### src/hw/rtt_params.svh
// Offsets, field positions, reset values and timing counts of the
// 16-bit real-time-capable timer. Included by the timer's design file.
`ifndef RTT_PARAMS_SVH
`define RTT_PARAMS_SVH

// Register byte offsets on the AXI4-Lite slave
`define RTT_CTRL_OFS      8'h00
`define RTT_COUNT_OFS     8'h04
`define RTT_CFG_OFS       8'h08

// Control register field positions
`define RTT_ON_BIT        15
`define RTT_IDLE_BIT      13
`define RTT_GATE_BIT      6
`define RTT_PS_HI         5
`define RTT_PS_LO         4
`define RTT_SYNC_BIT      2
`define RTT_SRC_BIT       1
// Writable bits of the control register, the rest read as zero
`define RTT_CTRL_MASK     16'hA076
// Configuration register: bit 0 routes the 32 kHz oscillator
`define RTT_CFG_LPOSC_BIT 0

// Reset values
`define RTT_CTRL_RST      16'h0000
`define RTT_COUNT_RST     16'h0000
`define RTT_CFG_RST       1'b0

// Prescaler terminal counts for 1:1, 1:8, 1:64, 1:256
`define RTT_PS_LIM_1      8'h00
`define RTT_PS_LIM_8      8'h07
`define RTT_PS_LIM_64     8'h3F
`define RTT_PS_LIM_256    8'hFF

// AXI answers
`define RTT_RESP_OKAY     2'b00
`define RTT_RESP_SLVERR   2'b10

`endif

### src/hw/rtt_pkg.sv
// Types shared by the 16-bit real-time-capable timer.
// Assumes nothing of its surroundings.
package rtt_pkg;

   // Prescale codes
   typedef enum logic [1:0] {
      RTT_PS_1, RTT_PS_8, RTT_PS_64, RTT_PS_256
   } rtt_ps_t;

   // Operating modes decoded from the control register
   typedef enum logic [1:0] {
      RTT_MODE_TIMER, RTT_MODE_GATED, RTT_MODE_SYNC, RTT_MODE_ASYNC
   } rtt_mode_t;

   // Control register fields, held packed
   typedef struct packed {
      logic    counter_on;
      logic    halt_in_idle;
      logic    gated_accumulate_enable;
      rtt_ps_t prescale_select;
      logic    external_sync_select;
      logic    count_source_select;
   } rtt_ctrl_t;

endpackage : rtt_pkg

### src/hw/rtt_timer.sv
// 16-bit timer/counter usable as a real-time-clock time base, with an
// AXI4-Lite register slave. Assumes a single 100 MHz clock, and that the
// pins and the 32 kHz oscillator level arrive synchronous to it.
//
// The implementer's own choices: the placing of the registers and the AXI4-Lite interface to the registers.
`timescale 1ns/1ps
`default_nettype none
`include "rtt_params.svh"

module rtt_timer #(
   parameter int FCY_DIV = 1           // Instruction clock divider
) (
   input  wire logic        aclk,
   input  wire logic        aresetn,
   // AXI4-Lite slave
   input  wire logic [7:0]  s_axi_awaddr,
   input  wire logic        s_axi_awvalid,
   output var  logic        s_axi_awready,
   input  wire logic [31:0] s_axi_wdata,
   input  wire logic [3:0]  s_axi_wstrb,
   input  wire logic        s_axi_wvalid,
   output var  logic        s_axi_wready,
   output var  logic [1:0]  s_axi_bresp,
   output var  logic        s_axi_bvalid,
   input  wire logic        s_axi_bready,
   input  wire logic [7:0]  s_axi_araddr,
   input  wire logic        s_axi_arvalid,
   output var  logic        s_axi_arready,
   output var  logic [31:0] s_axi_rdata,
   output var  logic [1:0]  s_axi_rresp,
   output var  logic        s_axi_rvalid,
   input  wire logic        s_axi_rready,
   // Timer pins
   input  wire logic        external_count_clock_pin,
   input  wire logic        lp_osc_32k,
   input  wire logic        gate_in,
   input  wire logic        idle_mode,
   output var  logic [15:0] count_value,
   output var  logic        wrap_pulse
);

   rtt_pkg::rtt_ctrl_t ctrl_r;         // Control register
   logic [15:0]        cnt_r;          // The counter itself
   logic               lposc_sel_r;    // 32 kHz oscillator routing
   logic [7:0]         awaddr_r;       // Held write address
   logic               aw_held_r;      // Write address taken
   logic [31:0]        wdata_r;        // Held write data
   logic [3:0]         wstrb_r;        // Held write strobes
   logic               w_held_r;       // Write data taken
   logic [7:0]         fcy_cnt_r;      // Instruction clock divider
   logic               fcy_tick;       // Instruction clock enable
   logic               ext_q_r;        // Last external level
   logic               ext_src;        // Selected external level
   logic               ext_edge;       // External rising edge
   logic               run_w;          // Counter allowed to run
   logic               ps_in;          // Prescaler input pulse
   logic [7:0]         ps_cnt_r;       // Prescaler count
   logic [7:0]         ps_lim;         // Prescaler terminal count
   logic               ps_tick;        // Prescaler output pulse
   logic               sync1_r;        // Sync stage one
   logic               sync2_r;        // Sync stage two
   logic               cnt_tick;       // Counter increment pulse
   logic               wr_fire;        // Register write this cycle
   logic               cnt_wr;         // Counter written this cycle
   rtt_pkg::rtt_mode_t mode;           // Decoded mode
   logic [15:0]        ctrl_word;      // Control register as read
   // Control register packed into its bit positions
   always_comb begin
      ctrl_word = 16'h0000;
      ctrl_word[`RTT_ON_BIT]   = ctrl_r.counter_on;
      ctrl_word[`RTT_IDLE_BIT] = ctrl_r.halt_in_idle;
      ctrl_word[`RTT_GATE_BIT] = ctrl_r.gated_accumulate_enable;
      ctrl_word[`RTT_PS_HI:`RTT_PS_LO] = ctrl_r.prescale_select;
      ctrl_word[`RTT_SYNC_BIT] = ctrl_r.external_sync_select;
      ctrl_word[`RTT_SRC_BIT]  = ctrl_r.count_source_select;
   end
   // Mode decode; unused bits of each mode are ignored
   always_comb begin
      if (!ctrl_r.count_source_select) begin
         mode = ctrl_r.gated_accumulate_enable ?
                rtt_pkg::RTT_MODE_GATED : rtt_pkg::RTT_MODE_TIMER;
      end else begin
         mode = ctrl_r.external_sync_select ?
                rtt_pkg::RTT_MODE_SYNC : rtt_pkg::RTT_MODE_ASYNC;
      end
   end
   // Write channel: address and data taken in either order
   assign wr_fire = aw_held_r && w_held_r && !s_axi_bvalid;
   assign cnt_wr  = wr_fire && (awaddr_r == `RTT_COUNT_OFS);
   // Write address holding
   always_ff @(posedge aclk) begin
      if (!aresetn) begin
         aw_held_r <= 1'b0;
         awaddr_r  <= 8'h00;
      end else if (s_axi_awvalid && s_axi_awready) begin
         aw_held_r <= 1'b1;
         awaddr_r  <= s_axi_awaddr;
      end else if (wr_fire) begin
         aw_held_r <= 1'b0;
      end
   end
   // Write data holding
   always_ff @(posedge aclk) begin
      if (!aresetn) begin
         w_held_r <= 1'b0;
         wdata_r  <= 32'h0000_0000;
         wstrb_r  <= 4'h0;
      end else if (s_axi_wvalid && s_axi_wready) begin
         w_held_r <= 1'b1;
         wdata_r  <= s_axi_wdata;
         wstrb_r  <= s_axi_wstrb;
      end else if (wr_fire) begin
         w_held_r <= 1'b0;
      end
   end
   // Ready while nothing is held; one write at a time
   always_ff @(posedge aclk) begin
      if (!aresetn) begin
         s_axi_awready <= 1'b0;
         s_axi_wready  <= 1'b0;
      end else begin
         s_axi_awready <= !aw_held_r && !(s_axi_awvalid && s_axi_awready)
                          && !s_axi_bvalid;
         s_axi_wready  <= !w_held_r && !(s_axi_wvalid && s_axi_wready)
                          && !s_axi_bvalid;
      end
   end
   // Write response; unmapped addresses answer SLVERR
   always_ff @(posedge aclk) begin
      if (!aresetn) begin
         s_axi_bvalid <= 1'b0;
         s_axi_bresp  <= `RTT_RESP_OKAY;
      end else if (wr_fire) begin
         s_axi_bvalid <= 1'b1;
         if (awaddr_r == `RTT_CTRL_OFS || awaddr_r == `RTT_COUNT_OFS ||
             awaddr_r == `RTT_CFG_OFS) begin
            s_axi_bresp <= `RTT_RESP_OKAY;
         end else begin
            s_axi_bresp <= `RTT_RESP_SLVERR;
         end
      end else if (s_axi_bready) begin
         s_axi_bvalid <= 1'b0;
      end
   end
   // Control register on byte lanes 0 and 1, configuration register on byte lane 0
   always_ff @(posedge aclk) begin
      if (!aresetn) begin
         ctrl_r      <= rtt_pkg::rtt_ctrl_t'(7'h00);
         lposc_sel_r <= `RTT_CFG_RST;
      end else if (wr_fire && awaddr_r == `RTT_CTRL_OFS) begin
         if (wstrb_r[1]) begin
            ctrl_r.counter_on   <= wdata_r[`RTT_ON_BIT];
            ctrl_r.halt_in_idle <= wdata_r[`RTT_IDLE_BIT];
         end
         if (wstrb_r[0]) begin
            ctrl_r.gated_accumulate_enable <= wdata_r[`RTT_GATE_BIT];
            ctrl_r.prescale_select <=
               rtt_pkg::rtt_ps_t'(wdata_r[`RTT_PS_HI:`RTT_PS_LO]);
            ctrl_r.external_sync_select <= wdata_r[`RTT_SYNC_BIT];
            ctrl_r.count_source_select  <= wdata_r[`RTT_SRC_BIT];
         end
      end else if (wr_fire && awaddr_r == `RTT_CFG_OFS && wstrb_r[0]) begin
         lposc_sel_r <= wdata_r[`RTT_CFG_LPOSC_BIT];
      end
   end
   // Read channel: answer one cycle after the address is taken
   always_ff @(posedge aclk) begin
      if (!aresetn) begin
         s_axi_arready <= 1'b0;
         s_axi_rvalid  <= 1'b0;
         s_axi_rdata   <= 32'h0000_0000;
         s_axi_rresp   <= `RTT_RESP_OKAY;
      end else if (s_axi_arvalid && s_axi_arready) begin
         s_axi_arready <= 1'b0;
         s_axi_rvalid  <= 1'b1;
         s_axi_rresp   <= `RTT_RESP_OKAY;
         case (s_axi_araddr)
            `RTT_CTRL_OFS:  s_axi_rdata <= {16'h0000, ctrl_word};
            `RTT_COUNT_OFS: s_axi_rdata <= {16'h0000, cnt_r};
            `RTT_CFG_OFS:   s_axi_rdata <= {31'h0000_0000, lposc_sel_r};
            default: begin
               s_axi_rdata <= 32'h0000_0000;
               s_axi_rresp <= `RTT_RESP_SLVERR;
            end
         endcase
      end else if (s_axi_rvalid) begin
         if (s_axi_rready) begin
            s_axi_rvalid <= 1'b0;
         end
      end else begin
         s_axi_arready <= 1'b1;
      end
   end
   // Instruction clock enable from the system clock
   always_ff @(posedge aclk) begin
      if (!aresetn || fcy_cnt_r == 8'(FCY_DIV - 1)) begin
         fcy_cnt_r <= 8'h00;
      end else begin
         fcy_cnt_r <= fcy_cnt_r + 8'h01;
      end
   end
   assign fcy_tick = (fcy_cnt_r == 8'(FCY_DIV - 1));
   // External level: pin or 32 kHz oscillator, rising edge detect
   assign ext_src = lposc_sel_r ? lp_osc_32k
                                : external_count_clock_pin;
   always_ff @(posedge aclk) begin
      if (!aresetn) begin
         ext_q_r <= 1'b0;
      end else begin
         ext_q_r <= ext_src;
      end
   end
   assign ext_edge = ext_src && !ext_q_r;
   // Running: on, and not halted by idle
   assign run_w = ctrl_r.counter_on &&
                  !(ctrl_r.halt_in_idle && idle_mode);
   // Prescaler input by source; gate only in gated timer mode
   always_comb begin
      if (!run_w) begin
         ps_in = 1'b0;
      end else if (ctrl_r.count_source_select) begin
         ps_in = ext_edge;
      end else if (ctrl_r.gated_accumulate_enable) begin
         ps_in = fcy_tick && gate_in;
      end else begin
         ps_in = fcy_tick;
      end
   end
   // Prescaler terminal count
   always_comb begin
      case (ctrl_r.prescale_select)
         rtt_pkg::RTT_PS_1:   ps_lim = `RTT_PS_LIM_1;
         rtt_pkg::RTT_PS_8:   ps_lim = `RTT_PS_LIM_8;
         rtt_pkg::RTT_PS_64:  ps_lim = `RTT_PS_LIM_64;
         rtt_pkg::RTT_PS_256: ps_lim = `RTT_PS_LIM_256;
         default:             ps_lim = `RTT_PS_LIM_1;
      endcase
   end
   assign ps_tick = ps_in && (ps_cnt_r >= ps_lim);
   // Prescaler count, cleared while counter_on is low, held while halted in idle
   always_ff @(posedge aclk) begin
      if (!aresetn || !ctrl_r.counter_on) begin
         ps_cnt_r <= 8'h00;
      end else if (ps_tick) begin
         ps_cnt_r <= 8'h00;
      end else if (ps_in) begin
         ps_cnt_r <= ps_cnt_r + 8'h01;
      end
   end
   // Sync stages on the prescaler output
   always_ff @(posedge aclk) begin
      if (!aresetn) begin
         sync1_r <= 1'b0;
         sync2_r <= 1'b0;
      end else begin
         sync1_r <= ps_tick;
         sync2_r <= sync1_r;
      end
   end
   // Sync mode uses the delayed pulse, others the direct one
   assign cnt_tick = run_w && ((mode == rtt_pkg::RTT_MODE_SYNC) ?
                     sync2_r : ps_tick);
   // The 16-bit counter; a software write wins over an increment
   always_ff @(posedge aclk) begin
      if (!aresetn) begin
         cnt_r <= `RTT_COUNT_RST;
      end else if (cnt_wr) begin
         if (wstrb_r[0]) cnt_r[7:0]  <= wdata_r[7:0];
         if (wstrb_r[1]) cnt_r[15:8] <= wdata_r[15:8];
      end else if (cnt_tick) begin
         cnt_r <= cnt_r + 16'h0001;
      end
   end
   // Registered outputs: count mirror and rollover pulse
   always_ff @(posedge aclk) begin
      if (!aresetn) begin
         count_value <= `RTT_COUNT_RST;
         wrap_pulse  <= 1'b0;
      end else begin
         count_value <= cnt_r;
         wrap_pulse  <= cnt_tick && !cnt_wr && (cnt_r == 16'hFFFF);
      end
   end

   // Eight-cycle prescaler period in 1:8 timer mode
   logic div8_ok;
   assign div8_ok = run_w && FCY_DIV == 1 && !wr_fire &&
                    mode == rtt_pkg::RTT_MODE_TIMER &&
                    ctrl_r.prescale_select == rtt_pkg::RTT_PS_8;
endmodule : rtt_timer
`default_nettype wire

### config.mk
export PLATFORM = sky130hd
export DESIGN_NAME = rtt_timer
export DESIGN_NICKNAME = d
export VERILOG_FILES = /design/src/hw/rtt_pkg.sv /design/src/hw/rtt_timer.sv
export VERILOG_INCLUDE_DIRS = /design/src /design/src/hw
export SDC_FILE = /design/constraint.sdc
export NUM_CORES = 1
export LEC_CHECK = 0
export BUFFER_PORTS_ARGS = -buffer_cell sky130_fd_sc_hd__buf_2
export CAP_MARGIN = 10
export CORE_UTILIZATION = 30
export CTS_BUF_LIST = sky130_fd_sc_hd__clkbuf_8
export DETAILED_ROUTE_END_ITERATION = 8
export PLACE_DENSITY = 0.51
export SKIP_CTS_REPAIR_TIMING = 1
export SLEW_MARGIN = 10
export SYNTH_ARGS = -nofsm -noshare
export SYNTH_HDL_FRONTEND = slang
export SYNTH_SLANG_ARGS = --single-unit
export TNS_END_PERCENT = 10
### constraint.sdc
create_clock -name aclk -period 2.81 [get_ports aclk]
set_input_delay 0.562 -clock aclk [delete_from_list [all_inputs] [get_ports aclk]]
set_output_delay 0.562 -clock aclk [all_outputs]
set_load 0.05 [all_outputs]
==> results of run 1 <==
-- critical path, delay by kind of cell (launching register included) --
| kind | cells | cell delay (ns) |
|---|---|---|
| AOI/OAI and AO/OA | 3 | 0.91 |
| and+or+nand+nor | 4 | 0.89 |
| DFF | 1 | 0.36 |
| adders and majority gates | 1 | 0.27 |
-- cells by family after synthesis --
group | count (synthesis) | share of synthesized area
other | 1 | 0.000779
and+or+nand+nor | 230 | 0.223
adders and majority gates | 12 | 0.0312
muxes | 18 | 0.0377
buffers and inverters | 72 | 0.0709
xor gates and xnor gates | 13 | 0.0236
DFF | 111 | 0.462
AOI/OAI and AO/OA | 114 | 0.151
-- area by class of cell --
| type | count | area, um^2 | area share |
|---|---|---|---|
| Sequential cell | 111 | 2220 | 0.400 |
| Inverter | 26 | 97.6 | 0.0176 |
| Timing Repair Buffer | 94 | 495 | 0.0892 |
| Multi-Input combinational cell | 405 | 2320 | 0.418 |
| Clock buffer | 10 | 138 | 0.0248 |
| Clock inverter | 3 | 13.8 | 0.00248 |
| Tap cell | 211 | 264 | 0.0476 |
-- where the power goes --
part | switching [uW] | internal (uW)
Clock | 520 | 327
Sequential | 23.3 | 1600
Combinational | 161 | 57.7
-- metal layers --
| metal | GRT usage | vias up |
|---|---|---|
| li1 | - | 2079 |
| met1 | 0.205 | 1871 |
| met2 | 0.245 | 80 |
| met3 | 0.0391 | 12 |
| met4 | 0.0561 | 0 |
| met5 | 0 | - |
-- per-stage QoR --
step | cell area, um^2 | utilization
6_report | 5550 | 0.360
5_1_grt | 5550 | 0.360
4_1_cts | 5550 | 0.359
3_5_place_dp | 5390 | 0.350
3_3_place_gp | 5390 | 0.350
2_1_floorplan | 4880 | -
-- worst max-delay path by stage --
| stage | from | endpoint | slack [ns] |
|---|---|---|---|
| floorplan | fcy_cnt_r[0] | cnt_r[11] | 0.49 |
| global route | ctrl_r[2] | cnt_r[11] | 0.06 |
| global placement | fcy_cnt_r[0] | ps_cnt_r[6] | 0.22 |
| CTS | fcy_cnt_r[0] | ps_cnt_r[4] | 0.12 |
| finish | ctrl_r[2] | cnt_r[11] | 0.26 |
| detailed placement | fcy_cnt_r[0] | ps_cnt_r[4] | 0.18 |
-- registers in the layout, indices dropped and copies added (netlist names) --
name,count
cnt_r,16
count_value,16
s_axi_rdata,16
wdata_r,16
awaddr_r,8
fcy_cnt_r,8
ps_cnt_r,8
ctrl_r,7
wstrb_r,2
aw_held_r,1
ext_q_r,1
lposc_sel_r,1
s_axi_arready,1
s_axi_awready,1
s_axi_bresp,1
s_axi_bvalid,1
s_axi_rresp,1
s_axi_rvalid,1
s_axi_wready,1
sync1_r,1
sync2_r,1
w_held_r,1
wrap_pulse,1
-- placed cells by master (no fill, tap or decap), drive strengths merged, types with 9 or more instances in the layout --
| cell type | synthesis | layout |
|---|---|---|
| nor2 | 65 | 65 |
| dfxtp | 111 | 111 |
| clkbuf | 25 | 10 |
| a22oi | 16 | 16 |
| and3 | 9 | 9 |
| and2 | 10 | 10 |
| nand3 | 12 | 12 |
| buf | 21 | 94 |
| ha | 12 | 12 |
| nor3 | 11 | 11 |
| a21oi | 63 | 63 |
| nand2 | 87 | 87 |
| conb | 1 | 18 |
| o32ai | 13 | 13 |
| nor4 | 9 | 9 |
| xor2 | 10 | 10 |
| inv | 26 | 27 |
| mux2i | 17 | 17 |
==> impl_metrics.env, run 1 <==
export IMPL_cts_tree="yes"
export IMPL_holdWs_ns=0.397
export IMPL_grt_util_all_layers=0.155
export IMPL_r2r_end="cnt_r[11]"
export IMPL_critPathSlowestCell="o31ai_1"
export IMPL_grt_pass1_vias=3933
export IMPL_drt_iter0_drc=251
export IMPL_drt_pass1_iter_count=4
export IMPL_pre_cts_ws_ns=0.180
export IMPL_synth_seq_cells=111
export IMPL_fin_crit_sh=0.906
export IMPL_cts_sinks=111
export IMPL_ys_seq_area_frac=0.462
export IMPL_clk_insertion_delay_late_ns=0.39
export IMPL_layoutNonFillerInstCount=860
export IMPL_fmax_mhz=393
export IMPL_ant_nets=0
export IMPL_clkTransAtPathRegs_ns=0.10
export IMPL_num_vias=4042
export IMPL_total_power_uw=2690
export IMPL_syn2layout_area_growth_pct=15.3
export IMPL_hold_end="awaddr_r[4]"
export IMPL_htree_num_levels=3
export IMPL_tns_ns=0
export IMPL_hpwl_mm=8.89
export IMPL_crit_path_start_kind="flip-flop"
export IMPL_netlist_area_um2=4810
export IMPL_rsz0062_at_grt="false"
export IMPL_final_nets=722
export IMPL_dieArea_um2=16600
export IMPL_critical_path_endpoint_type="flip-flop"
export IMPL_synth_edff_count=0
export IMPL_cp_data_required_time_ns=3.10
export IMPL_place_gp_congestion=0.766
export IMPL_static_leakage_power_uw=0.00231
export IMPL_drc_errors=0
export IMPL_hold_viol_final=0
export IMPL_yosys_area_top_type="dfxtp_1"
export IMPL_grt_max_degree=46
export IMPL_worst_slack_ns=0.264
export IMPL_ys_top_cells_by_count="111 x dfxtp_1, 87 x nand2_1, 64 x nor2_1"
export IMPL_wl_met2_mm=5.55
export IMPL_skew_ns=0.0143
export IMPL_drv_cap=0
export IMPL_portBuffers=84
export IMPL_grt_ovfl_total=0
export IMPL_ys_top_cells_by_area="dfxtp_1 46%, nand2_1 6.8%, a21oi_1 6.5%"
export IMPL_worstPathCellList="or2_2 > ha_1 > nand2b_1 > a2111oi_0 > o31ai_1 > nand3_2 > and2_1 > o221a_2"
export IMPL_cp_slowest_stage_delay_ns=0.49
export IMPL_cts_buffers=9
export IMPL_grt_pass1_wl_mm=19.9
export IMPL_fill_cells=1680
export IMPL_die_w_um=129
export IMPL_drv_slew=0
export IMPL_crit_fanout=8
export IMPL_cellPowerDensity_nw_per_um2=484
export IMPL_antenna_cells=0
export IMPL_peakVddDrop_mv=0.213
export IMPL_hold_depth=3
export IMPL_synthCells=571
export IMPL_slew_headroom=0.440
export IMPL_synth_ff_type="dfxtp_1"
export IMPL_period_minus_slack_ns=2.55
export IMPL_ys_warn_count=0
export IMPL_synth_top_area_frac=0.462
export IMPL_rr_worst_depth=8
export IMPL_status="finished, final reports clean"
export IMPL_routed_top_layer="met4"
export IMPL_die_h_um=129
export IMPL_async_flop_share=0
export IMPL_antenna_found_initial=0
export IMPL_wl_met1_mm=5.89
export IMPL_rows=45
export IMPL_syn_area_per_cell_um2=8.43
export IMPL_wl_mm=12.2
export IMPL_worst_setup_path_type="reg -> reg"
export IMPL_vias_per_cell=4.70
export IMPL_initial_core_util=0.312
export IMPL_hold_class="in -> reg"
export IMPL_ios=121
export IMPL_met3_length_um=589
export IMPL_avgRoutedWirePerCell_um=14.2
export IMPL_synth_most_common_cell="dfxtp_1"
export IMPL_drive_gt1_frac=0.188
export IMPL_ff2ff_setup_slack_ns=0.26
export IMPL_synthDistinctLibCells=51
export IMPL_placed_cells=847
export IMPL_cts_root_buf="clkbuf_8"
export IMPL_core_area_um2=15400
export IMPL_cts_buffer_depth=2
export IMPL_worst_pin_slew_ns=0.839
export IMPL_hold_path_startpoint="s_axi_awaddr[4]"
export IMPL_setup_viol=0
export IMPL_r2r_start="ctrl_r[2]"
export IMPL_arrival_ns=2.83
Power figures use the tool's default switching activity.
==> run 2: changes to the inputs <==
--- a/config.mk
+++ b/config.mk
@@ -8,10 +8,12 @@
 export LEC_CHECK = 0
 export BUFFER_PORTS_ARGS = -buffer_cell sky130_fd_sc_hd__buf_2
 export CAP_MARGIN = 10
+export CELL_PAD_IN_SITES_DETAIL_PLACEMENT = 0
+export CELL_PAD_IN_SITES_GLOBAL_PLACEMENT = 1
 export CORE_UTILIZATION = 30
 export CTS_BUF_LIST = sky130_fd_sc_hd__clkbuf_8
 export DETAILED_ROUTE_END_ITERATION = 8
-export PLACE_DENSITY = 0.51
+export PLACE_DENSITY = 0.65
 export SKIP_CTS_REPAIR_TIMING = 1
 export SLEW_MARGIN = 10
 export SYNTH_ARGS = -nofsm -noshare
==> run 2 against run 1 <==
Net effect:
- combinational power is essentially flat
- final cell count up 0.47%
- cell area grew 1.7%
- largest power group unchanged
- total power increased by 9.4%
- sequential share of layout area decreased by 0.67 points
==> impl_metrics.env, run 2 (synthesis results as in run 1) <==
export IMPL_rsz0062_at_grt="false"
export IMPL_tns_ns=0
export IMPL_cts_tree="yes"
export IMPL_layout_common_cells="111 x dfxtp_1, 87 x nand2_1, 84 x buf_2"
export IMPL_syn2layout_area_growth_pct=17.3
export IMPL_ios=121
export IMPL_ant_nets=0
export IMPL_clk_insertion_delay_late_ns=0.39
export IMPL_hpwl_mm=9.20
export IMPL_portBuffers=84
export IMPL_num_vias=4097
export IMPL_clkPwrFrac=0.373
export IMPL_wl_mm=12.4
export IMPL_worst_slack_ns=0.170
export IMPL_pre_cts_ws_ns=0.205
export IMPL_grt_max_degree=35
export IMPL_die_w_um=129
export IMPL_period_minus_slack_ns=2.64
export IMPL_p_sw_uw=715
export IMPL_drive_gt1_frac=0.194
export IMPL_use_met2=0.263
export IMPL_grt_pass1_vias=3993
export IMPL_fin_crit_sh=0.940
export IMPL_combPwrFrac=0.075
export IMPL_cp_data_required_time_ns=3.07
export IMPL_clkTransAtPathRegs_ns=0.10
export IMPL_drv_cap=0
export IMPL_critical_path_endpoint_type="flip-flop"
export IMPL_busiest_layer="met2"
export IMPL_setup_viol=0
export IMPL_skew_ns=0.00954
export IMPL_dieArea_um2=16600
export IMPL_crit_fanout=10
export IMPL_fill_cells=1672
export IMPL_grt_pass1_wl_mm=20.1
export IMPL_place_gp_congestion=0.780
export IMPL_antenna_found_initial=0
export IMPL_cts_buffers=9
export IMPL_total_power_uw=2940
export IMPL_final_common_cell="dfxtp_1"
export IMPL_cts_root_buf="clkbuf_8"
export IMPL_cellPowerDensity_nw_per_um2=521
export IMPL_seqPwrFrac=0.552
export IMPL_static_leakage_power_uw=0.00236
export IMPL_drt_pass1_iter_count=5
export IMPL_die_h_um=129
export IMPL_status="finished, final reports clean"
export IMPL_worst_pin_slew_ns=0.720
export IMPL_slew_headroom=0.520
export IMPL_hold_class="in -> reg"
export IMPL_grt_util_all_layers=0.158
export IMPL_antenna_cells=0
export IMPL_swShare=0.243
export IMPL_initial_core_util=0.312
export IMPL_rows=45
export IMPL_peakVddDrop_mv=0.257
export IMPL_cts_sinks=111
export IMPL_drc_errors=0
export IMPL_avgRoutedWirePerCell_um=14.3
export IMPL_vias_per_cell=4.74
export IMPL_final_nets=724
export IMPL_core_area_um2=15400
export IMPL_grt_ovfl_total=0
export IMPL_worst_setup_path_type="reg -> reg"
export IMPL_gr_usage_met3=0.0395
export IMPL_crit_path_start_kind="flip-flop"
export IMPL_arrival_ns=2.90
export IMPL_hold_viol_final=0
export IMPL_drt_iter0_drc=201
export IMPL_cts_buffer_depth=2
export IMPL_htree_num_levels=3
export IMPL_grt_use_met1=0.202
export IMPL_p_int_uw=2230
export IMPL_drv_slew=0
export IMPL_fmax_mhz=379
[run 2: cell type report]
class | count | area [um^2] | area share
Inverter | 26 | 97.6 | 0.0173
Timing Repair Buffer | 96 | 510 | 0.0904
Multi-Input combinational cell | 405 | 2320 | 0.411
Tap cell | 211 | 264 | 0.0468
Clock inverter | 3 | 65.1 | 0.0115
Sequential cell | 111 | 2220 | 0.394
Clock buffer | 12 | 165 | 0.0293
[run 2: power groups by stage]
stage,clock network (uW),registers (uW),logic (uW)
after floorplan,0,1670,157
after global placement,0,1660,221
after detailed placement,0,1660,223
after CTS,1140,1620,224
after global routing,1200,1630,241
final,1100,1620,222
[run 2: final timing paths]
check	startpoint	end	slack [ns]	cells after the start
max reg2reg	fcy_cnt_r[0]	ps_cnt_r[3]	0.17	10
min	s_axi_wdata[14]	wdata_r[14]	0.40	3
min reg2reg	sync1_r	sync2_r	0.46	1
max	fcy_cnt_r[0]	ps_cnt_r[3]	0.17	10
[run 2: worst max-delay path, cell delays in order, from the launching register on]
cell      delay, ns
dfxtp_1        0.36
inv_1          0.07
ha_1           0.14
or4b_2         0.58
nor4_1         0.27
buf_4          0.18
a31o_2         0.17
buf_4          0.18
and2_1         0.15
nand3b_1       0.31
nor2_1         0.09
[run 2: routing by layer]
| metal | vias up | wire [um] |
|---|---|---|
| met3 | 12 | 460 |
| met1 | 1930 | 6000 |
| met4 | 0 | 161 |
| met2 | 66 | 5730 |
| li1 | 2089 | - |
| met5 | - | 0 |
[run 2: metrics by stage]
stage / std cells / hold WS [ns] / instance area [um^2] / utilization
5_1_grt: 864 / 0.391 / 5650 / 0.366
4_1_cts: 864 / 0.374 / 5640 / 0.366
6_report: 864 / 0.403 / 5650 / 0.366
3_3_place_gp: 849 / 0.429 / 5410 / 0.351
2_1_floorplan: 588 / 0.412 / 4880 / -
3_5_place_dp: 849 / 0.428 / 5410 / 0.351
